### src/hdl/ioh_pkg.sv
package ioh_pkg;

	// -----------------------------------------------------------------
	// sizes and timing
	// -----------------------------------------------------------------
	localparam int HOSE_MAX = 4;
	localparam int DE_DELAY = 10;
	localparam logic [1:0] FLT_CYCLES = 2'h2;
	localparam logic [1:0] FLT_HOLD = 2'h3;
	localparam logic [4:0] ERR_IPL = 5'h11;
	localparam logic [3:0] CAP_RESET = 4'h1;

	// -----------------------------------------------------------------
	// up hose packet type codes
	// -----------------------------------------------------------------
	localparam logic [3:0] PT_CONT = 4'h0;
	localparam logic [3:0] PT_DMA_RD = 4'h1;
	localparam logic [3:0] PT_DMA_MWR = 4'h2;
	localparam logic [3:0] PT_DMA_UWR = 4'h3;
	localparam logic [3:0] PT_INTR = 4'h4;
	localparam logic [3:0] PT_WWS = 4'hc;
	localparam logic [3:0] PT_DENSE = 4'hd;
	localparam logic [3:0] PT_SPARSE = 4'he;

	// -----------------------------------------------------------------
	// packet lengths in hose cycles
	// -----------------------------------------------------------------
	localparam logic [4:0] CYC_WWS = 5'h01;
	localparam logic [4:0] CYC_SPARSE = 5'h03;
	localparam logic [4:0] CYC_DENSE = 5'h09;
	localparam logic [4:0] CYC_DMA_RD = 5'h02;
	localparam logic [4:0] CYC_INTR = 5'h02;
	localparam logic [4:0] CYC_OCTA = 5'h06;
	localparam logic [4:0] CYC_HEX = 5'h0a;
	localparam logic [4:0] CYC_DHEX = 5'h12;

	// -----------------------------------------------------------------
	// first-word fields
	// -----------------------------------------------------------------
	localparam int LEN_LSB = 8;
	localparam int CNT_LSB = 6;
	localparam logic [2:0] LEN_HEX = 3'h0;
	localparam logic [2:0] LEN_OCTA_MAX = 3'h3;
	localparam logic [2:0] LEN_DHEX = 3'h4;

	// -----------------------------------------------------------------
	// register offsets and bits
	// -----------------------------------------------------------------
	localparam logic [7:0] OFS_BUS_CFG = 8'h00;
	localparam logic [7:0] OFS_CTRL_ERR = 8'h04;
	localparam logic [7:0] OFS_DP_ERR = 8'h08;
	localparam logic [7:0] OFS_HOSE_ERR = 8'h0c;
	localparam logic [7:0] OFS_BUS_ERR = 8'h10;
	localparam logic [7:0] OFS_HOSE_CNT = 8'h14;
	localparam int B_CRD_DIS = 0;
	localparam int B_CWD_DIS = 1;
	localparam int B_INTR_EN = 0;
	localparam int B_SOFT_EN = 1;
	localparam int B_RBUF_IE = 4;
	localparam int B_CUP_VX = 5;
	localparam int B_DN_VX = 6;
	localparam int B_DUP_VX = 0;
	localparam int B_CRD = 0;
	localparam int B_CWD = 1;
	localparam int B_UDE = 2;
	localparam int B_FLT_SEEN = 3;
	localparam int B_DE_SEEN = 4;
	localparam int HE_PAR = 0;
	localparam int HE_PKT = 1;
	localparam int HE_OFLO = 2;
	localparam int HE_IE = 3;

	// -----------------------------------------------------------------
	// carriers and state
	// -----------------------------------------------------------------
	typedef struct packed {
		logic up_hose_word_valid;
		logic [3:0] up_packet_type_field;
		logic [31:0] data;
		logic par;
	} ioh_hose_word_t;

	typedef struct packed {
		logic active;
		logic [4:0] cnt;
		logic [4:0] exp;
		logic [3:0] cap;
		logic [3:0] fill;
		logic [3:0] err;
	} ioh_hose_t;

	typedef struct packed {
		logic ack;
		logic [31:0] rdat;
		logic crd_dis;
		logic cwd_dis;
		logic intr_en;
		logic soft_en;
		logic [3:0] int_err;
		logic crd;
		logic cwd;
		logic ude;
		logic flt_seen;
		logic de_seen;
		logic [DE_DELAY-1:0] de_pipe;
		logic [1:0] flt_cnt;
		logic [1:0] flt_hold;
		logic fsy1;
		logic fsy2;
		logic fsy3;
		logic dsy1;
		logic dsy2;
		logic armed;
		logic post;
		logic abort;
		ioh_hose_t [HOSE_MAX-1:0] hose;
	} ioh_state_t;

endpackage : ioh_pkg

### src/hdl/ioh_error_unit.sv
// Design decisions made here: the register offsets and the Wishbone slave port.
`timescale 1ns/1ps

module ioh_error_unit #(
	parameter int N_HOSE = ioh_pkg::HOSE_MAX
) (
	// clock and reset
	input wire logic clk_i,
	input wire logic rst_i,
	// wishbone slave
	input wire logic wb_cyc_i,
	input wire logic wb_stb_i,
	input wire logic wb_we_i,
	input wire logic [7:0] wb_adr_i,
	input wire logic [3:0] wb_sel_i,
	input wire logic [31:0] wb_dat_i,
	output logic [31:0] wb_dat_o,
	output logic wb_ack_o,
	// up hoses
	input wire ioh_pkg::ioh_hose_word_t [ioh_pkg::HOSE_MAX-1:0] up_hose_i,
	input wire logic [ioh_pkg::HOSE_MAX-1:0] rx_buf_full_i,
	input wire logic [ioh_pkg::HOSE_MAX-1:0] win_issue_i,
	// datapath events
	input wire logic first_data_cycle_i,
	input wire logic correctable_read_ecc_i,
	input wire logic correctable_write_ecc_i,
	input wire logic uncorrectable_ecc_i,
	input wire logic fatal_event_i,
	input wire logic [3:0] hard_int_err_i,
	// bus error lines
	input wire logic bus_fatal_line_i,
	output logic bus_fatal_line_o,
	output logic bus_fatal_line_oe_n_o,
	input wire logic bus_data_error_line_i,
	output logic bus_data_error_line_o,
	output logic bus_data_error_line_oe_n_o,
	// error interrupt and recovery
	output logic err_intr_post_o,
	output logic [4:0] err_intr_level_o,
	output logic bus_abort_o
);

	// -----------------------------------------------------------------
	// elaboration check
	// -----------------------------------------------------------------
	if (N_HOSE < 1 || N_HOSE > ioh_pkg::HOSE_MAX) begin : g_chk
		$error("N_HOSE out of range");
	end

	// -----------------------------------------------------------------
	// packet length lookup, zero means illegal
	// -----------------------------------------------------------------
	function automatic logic [4:0] pkt_cycles(input logic [3:0] typ,
		input logic [2:0] len);
		logic [4:0] r;
		r = 5'h00;
		unique case (typ)
			ioh_pkg::PT_WWS: r = ioh_pkg::CYC_WWS;
			ioh_pkg::PT_SPARSE: r = ioh_pkg::CYC_SPARSE;
			ioh_pkg::PT_DENSE: r = ioh_pkg::CYC_DENSE;
			ioh_pkg::PT_INTR: r = ioh_pkg::CYC_INTR;
			ioh_pkg::PT_DMA_RD, ioh_pkg::PT_DMA_MWR: begin
				if (len == ioh_pkg::LEN_HEX) begin
					r = (typ == ioh_pkg::PT_DMA_RD) ?
						ioh_pkg::CYC_DMA_RD : ioh_pkg::CYC_HEX;
				end else if (len <= ioh_pkg::LEN_OCTA_MAX) begin
					r = (typ == ioh_pkg::PT_DMA_RD) ?
						ioh_pkg::CYC_DMA_RD : ioh_pkg::CYC_OCTA;
				end else if (len == ioh_pkg::LEN_DHEX) begin
					r = (typ == ioh_pkg::PT_DMA_RD) ?
						ioh_pkg::CYC_DMA_RD : ioh_pkg::CYC_DHEX;
				end
			end
			ioh_pkg::PT_DMA_UWR: begin
				if (len == ioh_pkg::LEN_DHEX) begin
					r = ioh_pkg::CYC_DHEX;
				end
			end
			default: r = 5'h00;
		endcase
		return r;
	endfunction : pkt_cycles

	// -----------------------------------------------------------------
	// state
	// -----------------------------------------------------------------
	ioh_pkg::ioh_state_t s_r;
	ioh_pkg::ioh_state_t s_nxt;

	always_ff @(posedge clk_i) begin
		s_r <= s_nxt;
	end

	// -----------------------------------------------------------------
	// next state
	// -----------------------------------------------------------------
	always_comb begin
		logic [31:0] wmask;
		logic wr;
		logic [31:0] clr_ctrl;
		logic [31:0] clr_dp;
		logic [31:0] clr_hose;
		logic [31:0] clr_bus;
		logic [31:0] rd;
		logic [3:0] hset;
		logic [4:0] explen;
		logic perr;
		logic dec;
		logic inc;
		logic flt_start;
		logic flt_other;
		logic src;
		logic de_start;
		ioh_pkg::ioh_hose_word_t w;
		wmask = '0;
		wr = 1'b0;
		clr_ctrl = '0;
		clr_dp = '0;
		clr_hose = '0;
		clr_bus = '0;
		rd = '0;
		hset = '0;
		explen = '0;
		perr = 1'b0;
		dec = 1'b0;
		inc = 1'b0;
		flt_start = 1'b0;
		flt_other = 1'b0;
		src = 1'b0;
		de_start = 1'b0;
		w = '0;
		s_nxt = s_r;

		// bus slave: ack one cycle after request, write at ack edge
		wmask = {{8{wb_sel_i[3]}}, {8{wb_sel_i[2]}},
			{8{wb_sel_i[1]}}, {8{wb_sel_i[0]}}};
		s_nxt.ack = wb_cyc_i & wb_stb_i & ~s_r.ack;
		wr = s_r.ack & wb_cyc_i & wb_stb_i & wb_we_i;
		unique case (wb_adr_i)
			ioh_pkg::OFS_BUS_CFG: begin
				rd[ioh_pkg::B_CRD_DIS] = s_r.crd_dis;
				rd[ioh_pkg::B_CWD_DIS] = s_r.cwd_dis;
				if (wr) begin
					s_nxt.crd_dis = wmask[ioh_pkg::B_CRD_DIS] ?
						wb_dat_i[ioh_pkg::B_CRD_DIS] : s_r.crd_dis;
					s_nxt.cwd_dis = wmask[ioh_pkg::B_CWD_DIS] ?
						wb_dat_i[ioh_pkg::B_CWD_DIS] : s_r.cwd_dis;
				end
			end
			ioh_pkg::OFS_CTRL_ERR: begin
				rd[ioh_pkg::B_INTR_EN] = s_r.intr_en;
				rd[ioh_pkg::B_SOFT_EN] = s_r.soft_en;
				rd[ioh_pkg::B_RBUF_IE] = s_r.int_err[0];
				rd[ioh_pkg::B_CUP_VX] = s_r.int_err[1];
				rd[ioh_pkg::B_DN_VX] = s_r.int_err[2];
				if (wr) begin
					s_nxt.intr_en = wmask[ioh_pkg::B_INTR_EN] ?
						wb_dat_i[ioh_pkg::B_INTR_EN] : s_r.intr_en;
					s_nxt.soft_en = wmask[ioh_pkg::B_SOFT_EN] ?
						wb_dat_i[ioh_pkg::B_SOFT_EN] : s_r.soft_en;
					clr_ctrl = wb_dat_i & wmask;
				end
			end
			ioh_pkg::OFS_DP_ERR: begin
				rd[ioh_pkg::B_DUP_VX] = s_r.int_err[3];
				if (wr) begin
					clr_dp = wb_dat_i & wmask;
				end
			end
			ioh_pkg::OFS_HOSE_ERR: begin
				for (int h = 0; h < ioh_pkg::HOSE_MAX; h++) begin
					rd[4*h +: 4] = s_r.hose[h].err;
				end
				if (wr) begin
					clr_hose = wb_dat_i & wmask;
				end
			end
			ioh_pkg::OFS_BUS_ERR: begin
				rd[ioh_pkg::B_CRD] = s_r.crd;
				rd[ioh_pkg::B_CWD] = s_r.cwd;
				rd[ioh_pkg::B_UDE] = s_r.ude;
				rd[ioh_pkg::B_FLT_SEEN] = s_r.flt_seen;
				rd[ioh_pkg::B_DE_SEEN] = s_r.de_seen;
				if (wr) begin
					clr_bus = wb_dat_i & wmask;
				end
			end
			ioh_pkg::OFS_HOSE_CNT: begin
				for (int h = 0; h < ioh_pkg::HOSE_MAX; h++) begin
					rd[8*h +: 8] = {s_r.hose[h].fill, s_r.hose[h].cap};
				end
			end
			default: rd = '0;
		endcase
		s_nxt.rdat = s_nxt.ack ? rd : '0;

		// synchronisers for the bus error lines
		s_nxt.fsy1 = bus_fatal_line_i;
		s_nxt.fsy2 = s_r.fsy1;
		s_nxt.fsy3 = s_r.fsy2;
		s_nxt.dsy1 = bus_data_error_line_i;
		s_nxt.dsy2 = s_r.dsy1;

		// fault line: two cycles, never on top of another node
		flt_other = s_r.fsy2 & ~s_r.fsy3 & (s_r.flt_cnt == 2'h0) &
			(s_r.flt_hold == 2'h0);
		flt_start = fatal_event_i & (s_r.flt_cnt == 2'h0) &
			(s_r.flt_hold == 2'h0) & ~s_r.fsy2;
		if (flt_start) begin
			s_nxt.flt_cnt = ioh_pkg::FLT_CYCLES;
		end else if (s_r.flt_cnt != 2'h0) begin
			s_nxt.flt_cnt = 2'(s_r.flt_cnt - 2'h1);
			if (s_r.flt_cnt == 2'h1) begin
				s_nxt.flt_hold = ioh_pkg::FLT_HOLD;
			end
		end else if (s_r.flt_hold != 2'h0) begin
			s_nxt.flt_hold = 2'(s_r.flt_hold - 2'h1);
		end
		s_nxt.abort = flt_start | flt_other;
		s_nxt.flt_seen = (s_r.flt_seen & ~clr_bus[ioh_pkg::B_FLT_SEEN]) |
			flt_other;

		// data error line: one cycle, tenth after first data cycle
		s_nxt.crd = (s_r.crd & ~clr_bus[ioh_pkg::B_CRD]) |
			(first_data_cycle_i & correctable_read_ecc_i);
		s_nxt.cwd = (s_r.cwd & ~clr_bus[ioh_pkg::B_CWD]) |
			(first_data_cycle_i & correctable_write_ecc_i);
		s_nxt.ude = (s_r.ude & ~clr_bus[ioh_pkg::B_UDE]) |
			(first_data_cycle_i & uncorrectable_ecc_i);
		de_start = first_data_cycle_i & (uncorrectable_ecc_i |
			(correctable_read_ecc_i & ~s_r.crd_dis) |
			(correctable_write_ecc_i & ~s_r.cwd_dis));
		s_nxt.de_pipe = {s_r.de_pipe[ioh_pkg::DE_DELAY-2:0],
			de_start};
		s_nxt.de_seen = (s_r.de_seen & ~clr_bus[ioh_pkg::B_DE_SEEN]) |
			s_r.dsy2;

		// hard internal errors
		s_nxt.int_err[0] = (s_r.int_err[0] & ~clr_ctrl[ioh_pkg::B_RBUF_IE]) |
			hard_int_err_i[0];
		s_nxt.int_err[1] = (s_r.int_err[1] & ~clr_ctrl[ioh_pkg::B_CUP_VX]) |
			hard_int_err_i[1];
		s_nxt.int_err[2] = (s_r.int_err[2] & ~clr_ctrl[ioh_pkg::B_DN_VX]) |
			hard_int_err_i[2];
		s_nxt.int_err[3] = (s_r.int_err[3] & ~clr_dp[ioh_pkg::B_DUP_VX]) |
			hard_int_err_i[3];

		// up hose checking
		for (int h = 0; h < ioh_pkg::HOSE_MAX; h++) begin
			hset = '0;
			dec = 1'b0;
			inc = 1'b0;
			w = up_hose_i[h];
			explen = pkt_cycles(w.up_packet_type_field,
				w.data[ioh_pkg::LEN_LSB +: 3]);
			perr = w.up_hose_word_valid & ~(^{w.data,
				w.up_packet_type_field, w.par});
			if (h < N_HOSE) begin
				if (perr) begin
					hset[ioh_pkg::HE_PAR] = 1'b1;
					s_nxt.hose[h].active = 1'b0;
				end else if (w.up_hose_word_valid &&
					w.up_packet_type_field != ioh_pkg::PT_CONT) begin
					if (s_r.hose[h].active) begin
						hset[ioh_pkg::HE_PKT] = 1'b1;
					end
					if (explen == 5'h00) begin
						hset[ioh_pkg::HE_PKT] = 1'b1;
						s_nxt.hose[h].active = 1'b0;
					end else if (rx_buf_full_i[h]) begin
						hset[ioh_pkg::HE_OFLO] = 1'b1;
						s_nxt.hose[h].active = 1'b0;
					end else begin
						s_nxt.hose[h].active = (explen != 5'h01);
						s_nxt.hose[h].cnt = 5'h01;
						s_nxt.hose[h].exp = explen;
						dec = (w.up_packet_type_field == ioh_pkg::PT_WWS) ||
							(w.up_packet_type_field == ioh_pkg::PT_DENSE) ||
							(w.up_packet_type_field == ioh_pkg::PT_SPARSE);
						// error flag and commander id bits are not read
						if (w.up_packet_type_field == ioh_pkg::PT_WWS) begin
							s_nxt.hose[h].cap =
								w.data[ioh_pkg::CNT_LSB +: 4];
						end
					end
				end else if (w.up_hose_word_valid) begin
					if (!s_r.hose[h].active) begin
						hset[ioh_pkg::HE_PKT] = 1'b1;
					end else if (s_r.hose[h].exp == 5'h00) begin
						hset[ioh_pkg::HE_IE] = 1'b1;
						s_nxt.hose[h].active = 1'b0;
					end else begin
						s_nxt.hose[h].cnt = 5'(s_r.hose[h].cnt + 5'h01);
						s_nxt.hose[h].active =
							(5'(s_r.hose[h].cnt + 5'h01) != s_r.hose[h].exp);
					end
				end else if (s_r.hose[h].active) begin
					hset[ioh_pkg::HE_PKT] = 1'b1;
					s_nxt.hose[h].active = 1'b0;
				end

				// filled window buffer count
				inc = win_issue_i[h];
				if (inc && !dec && s_r.hose[h].fill >= s_r.hose[h].cap) begin
					hset[ioh_pkg::HE_IE] = 1'b1;
				end else if (dec && !inc && s_r.hose[h].fill == 4'h0) begin
					hset[ioh_pkg::HE_IE] = 1'b1;
				end else if (inc && !dec) begin
					s_nxt.hose[h].fill = 4'(s_r.hose[h].fill + 4'h1);
				end else if (dec && !inc) begin
					s_nxt.hose[h].fill = 4'(s_r.hose[h].fill - 4'h1);
				end
			end
			s_nxt.hose[h].err = (s_r.hose[h].err & ~clr_hose[4*h +: 4]) |
				hset;
			if (s_r.abort) begin
				// outstanding work and fill counts are lost, error bits and capacities are kept
				s_nxt.hose[h].active = 1'b0;
				s_nxt.hose[h].fill = 4'h0;
			end
		end

		// level 17 error interrupt, once until all sources clear
		src = (|s_r.int_err) | s_r.ude |
			(s_r.crd & s_r.soft_en & ~s_r.crd_dis) |
			(s_r.cwd & s_r.soft_en & ~s_r.cwd_dis);
		for (int h = 0; h < ioh_pkg::HOSE_MAX; h++) begin
			src = src | (|s_r.hose[h].err);
		end
		s_nxt.post = s_r.intr_en & s_r.armed & src;
		if (s_nxt.post) begin
			s_nxt.armed = 1'b0;
		end else if (!src) begin
			s_nxt.armed = 1'b1;
		end

		// synchronous node reset
		if (rst_i) begin
			s_nxt = '0;
			s_nxt.armed = 1'b1;
			for (int h = 0; h < ioh_pkg::HOSE_MAX; h++) begin
				s_nxt.hose[h].cap = ioh_pkg::CAP_RESET;
			end
		end
	end

	// -----------------------------------------------------------------
	// outputs
	// -----------------------------------------------------------------
	assign wb_ack_o = s_r.ack;
	assign wb_dat_o = s_r.rdat;
	assign bus_fatal_line_o = (s_r.flt_cnt != 2'h0);
	assign bus_fatal_line_oe_n_o = (s_r.flt_cnt == 2'h0);
	assign bus_data_error_line_o = s_r.de_pipe[ioh_pkg::DE_DELAY-1];
	assign bus_data_error_line_oe_n_o = ~s_r.de_pipe[ioh_pkg::DE_DELAY-1];
	assign err_intr_post_o = s_r.post;
	assign err_intr_level_o = ioh_pkg::ERR_IPL;
	assign bus_abort_o = s_r.abort;

endmodule : ioh_error_unit

### config.mk
export PLATFORM = sky130hd
export DESIGN_NAME = ioh_error_unit
export DESIGN_NICKNAME = d
export VERILOG_FILES = /design/src/hdl/ioh_pkg.sv /design/src/hdl/ioh_error_unit.sv
export SDC_FILE = /design/constraint.sdc
export NUM_CORES = 1
export LEC_CHECK = 0
export ABC_AREA = 1
export BUFFER_PORTS_ARGS = -buffer_cell sky130_fd_sc_hd__buf_2
export CORE_MARGIN = 2
export CORE_UTILIZATION = 50
export DETAILED_ROUTE_END_ITERATION = 7
export MAX_ROUTING_LAYER = met4
export PLACE_DENSITY = 0.8
export SLEW_MARGIN = 20
export SYNTH_ARGS = -nofsm -noshare
export SYNTH_HDL_FRONTEND = slang
export SYNTH_SLANG_ARGS = --single-unit
### constraint.sdc
create_clock -name clk_i -period 3.2 [get_ports clk_i]
set_clock_uncertainty 0.2 [all_clocks]
set_input_delay 0.32 -clock clk_i [delete_from_list [all_inputs] [get_ports clk_i]]
set_output_delay 0.32 -clock clk_i [all_outputs]
set_load 0.005 [all_outputs]
## Word level (Yosys, flattened, before mapping)

Cells that the tools add are included.

| operators by class | value |
|---|---|
| $add $sub $neg | 14 |
| muxes and demuxes | 182 |
| bitwise operators | 110 |
| magnitude comparators | 8 |
| reductions and logical operators | 115 |
| eq/ne operators | 60 |

Operators with widths:

| operator | number |
|---|---|
| 37-bit parity | 4 |
| 5-bit 2-to-1 mux | 29 |
| 5-bit one-hot mux with 6 select lines | 4 |
| 14-bit 2-to-1 mux | 8 |
| 1-bit 2-to-1 mux | 95 |
| 4-bit 2-to-1 mux | 16 |
| 4-bit == test, second input constant | 12 |
| 6-bit 2-to-1 mux | 8 |
| 1-bit NOT | 42 |
| 5-bit zero test | 8 |
| 1-bit bitwise AND | 36 |
| 4-bit by 2-bit == test with 1-bit output, second input constant | 8 |
| 16-bit 2-to-1 mux | 2 |
| 2-bit nonzero test | 16 |
| 3-bit 2-to-1 mux | 8 |
| 2-bit inequality test, second input constant | 12 |
| 6-bit AND reduction | 4 |
| 3-bit AND reduction | 7 |
| 5-bit by 1-bit adder with 5-bit output, second input constant | 4 |
| 1-bit logical AND | 20 |
| 5-bit by 1-bit inequality test with 1-bit output, second input constant | 4 |
| 5-bit inequality test | 4 |
| 5-bit AND reduction | 4 |
| 4-bit OR reduction | 5 |
| other kinds (35) | 129 |

| word-level totals | value |
|---|---|
| logic and storage cells | 538 |
| output and inout port bits | 44 |
| bits in registers | 160 |
| bits of input ports | 220 |

## Depth between registers and ports, before layout

| logic depth | value |
|---|---|
| depth after elaboration | 15 |
| mapped depth | 27 |
| mapped depth without buffers | 26 |

## Worst setup path before layout

OpenSTA, ideal clock, no wires.

| timing | value |
|---|---|
| kind | input -> register |
| start point | input up_hose_i[125] (netlist name) |
| end point | register s_r[76] (netlist name) |
| setup slack | 35 ps |
| required time | 2930 ps |
| stages on the path | 26 |
| arrival | 2896 ps |
| cells stage by stage | inv_1 ha_1 inv_1 nand2_1 nand2_1 nand2_1 nand2_1 nand3_1 nand2_1 nand2_1 inv_1 nor2_2 nand2_1 nand3_1 nand3_2 buf_6 nand3_1 ha_1 inv_1 ha_1 a21oi_1 nand2_1 xor2_1 nor2_1 o21ai_0 a21oi_1 |

| on the way | value |
|---|---|
| longest elaborated chain between the ends | 14 |

RTL lines:

| element | line | text |
|---|---|---|
| start: declaration | ioh_error_unit.sv:20 | `input wire ioh_pkg::ioh_hose_word_t [ioh_pkg::HOSE_MAX-1:0] up_hose_i,` |
| branches (longest 8 deep; another with 3-bit by 2-bit <= comparator with 1-bit output) | - |  |
| 1-bit 2-to-1 mux (*) | ioh_error_unit.sv:259 | `if (perr) begin` |
| 1-bit zero test | ioh_error_unit.sv:304, ioh_error_unit.sv:308 |  |
| 1-bit logical AND | ioh_error_unit.sv:304, ioh_error_unit.sv:308 |  |
| 1-bit logical AND | ioh_error_unit.sv:304 | `if (inc && !dec && s_r.hose[h].fill >= s_r.hose[h].cap) begin` |
| 1-bit NOT (no source line) | - |  |
| 3-bit AND reduction (no source line) | - |  |
| end signal: assignment | ioh_error_unit.sv:91 | `s_r <= s_nxt;` |
| end: declaration | ioh_error_unit.sv:87 | `ioh_pkg::ioh_state_t s_r;` |

Mark *: on every way between the ends.
A chain may end at the register's enable or synchronous reset.

## Worst setup path after layout

| timing | value |
|---|---|
| start point | input up_hose_i[45] (netlist name) |
| end point | register s_r[30] (netlist name) |

| on the way | value |
|---|---|
| longest elaborated chain between the ends | 9 |

RTL lines:

| element | line | text |
|---|---|---|
| 37-bit parity (*) | ioh_error_unit.sv:256 | `perr = w.up_hose_word_valid & ~(^{w.data,` |
| 1-bit NOT (*) | ioh_error_unit.sv:256 |  |
| 1-bit bitwise AND (*) | ioh_error_unit.sv:256 |  |
| 1-bit 2-to-1 mux (*) | ioh_error_unit.sv:259 |  |
| 1-bit zero test | ioh_error_unit.sv:304, ioh_error_unit.sv:308 |  |
| 1-bit logical AND | ioh_error_unit.sv:304, ioh_error_unit.sv:308 |  |
| 1-bit logical AND | ioh_error_unit.sv:304 |  |
| 1-bit NOT (no source line) | - |  |
| 3-bit AND reduction (no source line) | - |  |

Mark *: on every way between the ends. The rest lies on a longest branch, timed or not.

==> reports/metrics.yaml <==
port_buffers: 240
path_max_fanout: 5
clock.fmax_ghz: 0.3347
syn_to_final_growth_pct: 21.10
cts_buffer_depth: 2
worst_setup_path_start_kind: "input port"
num_rows: 55
hold_ws_ns: 0.01764
seq_area_frac_synth_pct: 27.94
start_util_pct: 50.79
yosysMostFrequentCell: "nand2_1"
end_kind: "flop"
synth.distinct_cells: 50
core_area_sq_um: 22570
ys_warn_count: 0
htree_levels: 4
dp_hpwl_um: 22690
synth_edf_count: 0
p_total_w: 0.006247
wl_per_cell_um: 12.07
ys_seq_elements: 160
drv_cap: 0
crit_type: "input port to flop"
clockRootBuffer: "clkbuf_16"
postRouteAntennaNets: 0
grt_pass1_vias: 11307
worst_pin_slew_ns: 0.5526
slew_violations: 0
numPlacedInstances: 2341
cts_tree: "yes"
min_path_cells: 3
grt.total_usage_pct: 24.15
vias_per_cell: 5.037
arrival_ns: 3.15
synth_commonest_cells: "nand2_1, inv_1, nor2_1"
ys.flop_type: "dfxtp_1"
hp-class: "input port to flop"
relSlewSlack_pct: 63.03
clk_latency_ns: 0.43
yosysTopAreaCell: "dfxtp_1"
die_h_um: 155.4
ys_async_sr_fraction_pct: 0
setup_viol: 0
drtIter0Drc: 718
setup_tns_ns: 0
outcome: "finished clean"
finalCritPeriodShare_pct: 93.37
die_x_um: 155.4
cts_sinks: 160
grt_overflow: 0
required_ns: 3.36
via_count: 12094
gp_congestion: 0.9456
crit_family: "buffers and inverters"
drt-total-wl_um: 28970
grt_pass1_wl_um: 47530
peakVddDrop_v: 0.0003275
yosys-top-cells-area: "dfxtp_1, nand2_1, inv_1"
finalNonFillerCells: 2401
rr_startpoint: "s_r[28]$_SDFFE_PP0P_"
syn_area_sq_um: 11460
reg2regPathDepth: 12
post-route-drc-count: 0
final_nets: 2363
antenna_found_initial: 4
avgSynthCellArea_sq_um: 6.231
total_leakage_power_nw: 7.247
drive_gt1_share_pct: 17.34
numCtsBuffers: 17
synth_cells: 1840
ios: 264
finalHoldViolCount: 0
yosys.area.top_type_share_pct: 27.94
r2r_setup_slack_ns: 0.93
fin_crit_ns: 2.988
slowest_stage: "dlygate4sd3_1"
slowest_delay_ns: 0.54
critPathLaunch: "up_hose_i[45]"
die_area_sq_um: 24160
holdPathEnd: "s_r[77]$_SDFFE_PP1P_"
power-per-cell-area_nw_per_um2: 450.0
final.fill_count: 2102
clkTransAtPathRegs_ns: 0.07
crit_top_cell: "nand2_1"
crit-reg2reg-capture: "s_r[30]$_SDFFE_PP0P_"
grt_max_degree: 41
critical_path_buf_inv_count: 6
dr.pass1.iters: 5
holdCritStartpoint: "up_hose_i[121]"
cp_cell_sequence: "dlygate4sd3_1 -> buf_4 -> xor2_1 -> nand2_1 -> nand2_1 -> nand2_1 -> nand2_2 -> inv_1 -> nand2_1 -> nand3_1 -> nand2_1 -> nand2_1 -> nand3_2 -> nand3_4 -> inv_1 -> ha_1 -> nand3_1 -> o31ai_4 -> nor2_2 -> inv_1 -> nor2_1 -> buf_4 -> a21oi_1"
-- area by class of cell --
cell class	count	area [sq um]	share of cell area (%)
Inverter	272	1021	7.354
Clock buffer	17	425.4	3.064
Multi-Input combinational cell	1345	6953	50.08
Sequential cell	160	3203	23.07
Antenna cell	5	12.51	0.09012
Clock inverter	15	185.2	1.334
Tap cell	285	356.6	2.568
Timing Repair Buffer	302	1727	12.44
-- worst reg2reg max path: stages, from the launching register on --
cell      delay, ns
dfxtp_1        0.51
ha_1           0.30
inv_1          0.06
nor2_1         0.04
o211ai_1       0.16
nand3_1        0.10
nand2_1        0.12
o31ai_4        0.11
nor2_2         0.13
inv_1          0.11
nor2_1         0.15
buf_4          0.12
a21oi_1        0.05
-- routing by layer --
layer  vias to the layer above  track usage [%]  part of all wire, %
li1                       6270                -                    -
met1                      5386            26.91                   41
met2                       374            42.46                   49
met3                        64            5.209                  6.5
met4                         0            8.912                  2.8
met5                         -                -                    0
-- layout by cell type, fill, tap and decap left out, types with 7 or more instances in the layout --
| cell | n |
|---|---|
| nor2_1 | 214 |
| nor3_1 | 17 |
| ha_1 | 36 |
| inv_2 | 10 |
| clkbuf_16 | 17 |
| o21ai_0 | 78 |
| a31oi_1 | 10 |
| nor2_2 | 7 |
| nand4_1 | 34 |
| dlygate4sd3_1 | 20 |
| dfxtp_1 | 160 |
| o211ai_1 | 8 |
| a21oi_1 | 72 |
| buf_4 | 43 |
| buf_2 | 238 |
| xor2_1 | 54 |
| nand3_1 | 103 |
| nand3_2 | 8 |
| inv_1 | 261 |
| xnor2_1 | 56 |
| nand2_1 | 566 |
-- report_power, final --
part	leakage, nW	switching, W	internal, W
Sequential	1.30	0.000168	0.00214
Combinational	5.65	0.00110	0.000803
Clock	0.293	0.000971	0.00106
Total	7.25	0.00224	0.00401
-- cells by family after synthesis --
| family | synth area share, % |
|---|---|
| buffers and inverters | 12.60 |
| other | 0.06551 |
| XOR/XNOR | 8.480 |
| flip-flops | 27.94 |
| adder cells (fa/ha/maj) | 5.173 |
| AND/OR/NAND/NOR | 35.93 |
| AO/OA/AOI/OAI | 9.811 |
-- how the worst max path moves through the flow --
stage | endpoint | slack [ns] | cells past startpoint
final | s_r[30]$_SDFFE_PP0P_ | 0.21 | 23
after CTS | s_r[53]$_SDFFE_PP0P_ | 0.06 | 25
after global placement | s_r[76]$_SDFFE_PP0P_ | -0.01 | 26
after detailed placement | s_r[76]$_SDFFE_PP0P_ | -0.16 | 26
after global routing | s_r[30]$_SDFFE_PP0P_ | -0.01 | 23
after floorplan | s_r[76]$_SDFFE_PP0P_ | 0.03 | 26
-- sequential cells by signal (all words and copies together), names as in the netlist --
name,count
s_r,124
wb_dat_o,32
bus_abort_o,1
bus_data_error_line_o,1
err_intr_post_o,1
wb_ack_o,1
-- repair_timing --
item,CTS,global route
setup buffers,0,3
endpoints found under the hold margin,23,0
hold buffers,21,0
gates resized for setup,0,26
setup endpoints to repair,0,8
-- metrics by stage --
stage,util [%],cell area [sq um],setup WS (ns)
finish,61.51,13880,0.2121
global route,61.50,13880,-0.01352
CTS,60.80,13720,0.05731
detailed placement,57.16,12900,-0.1647
global placement,57.16,12900,-0.009871
floorplan,-,11480,0.03462
Note: power is estimated with default switching activity, not from simulation.
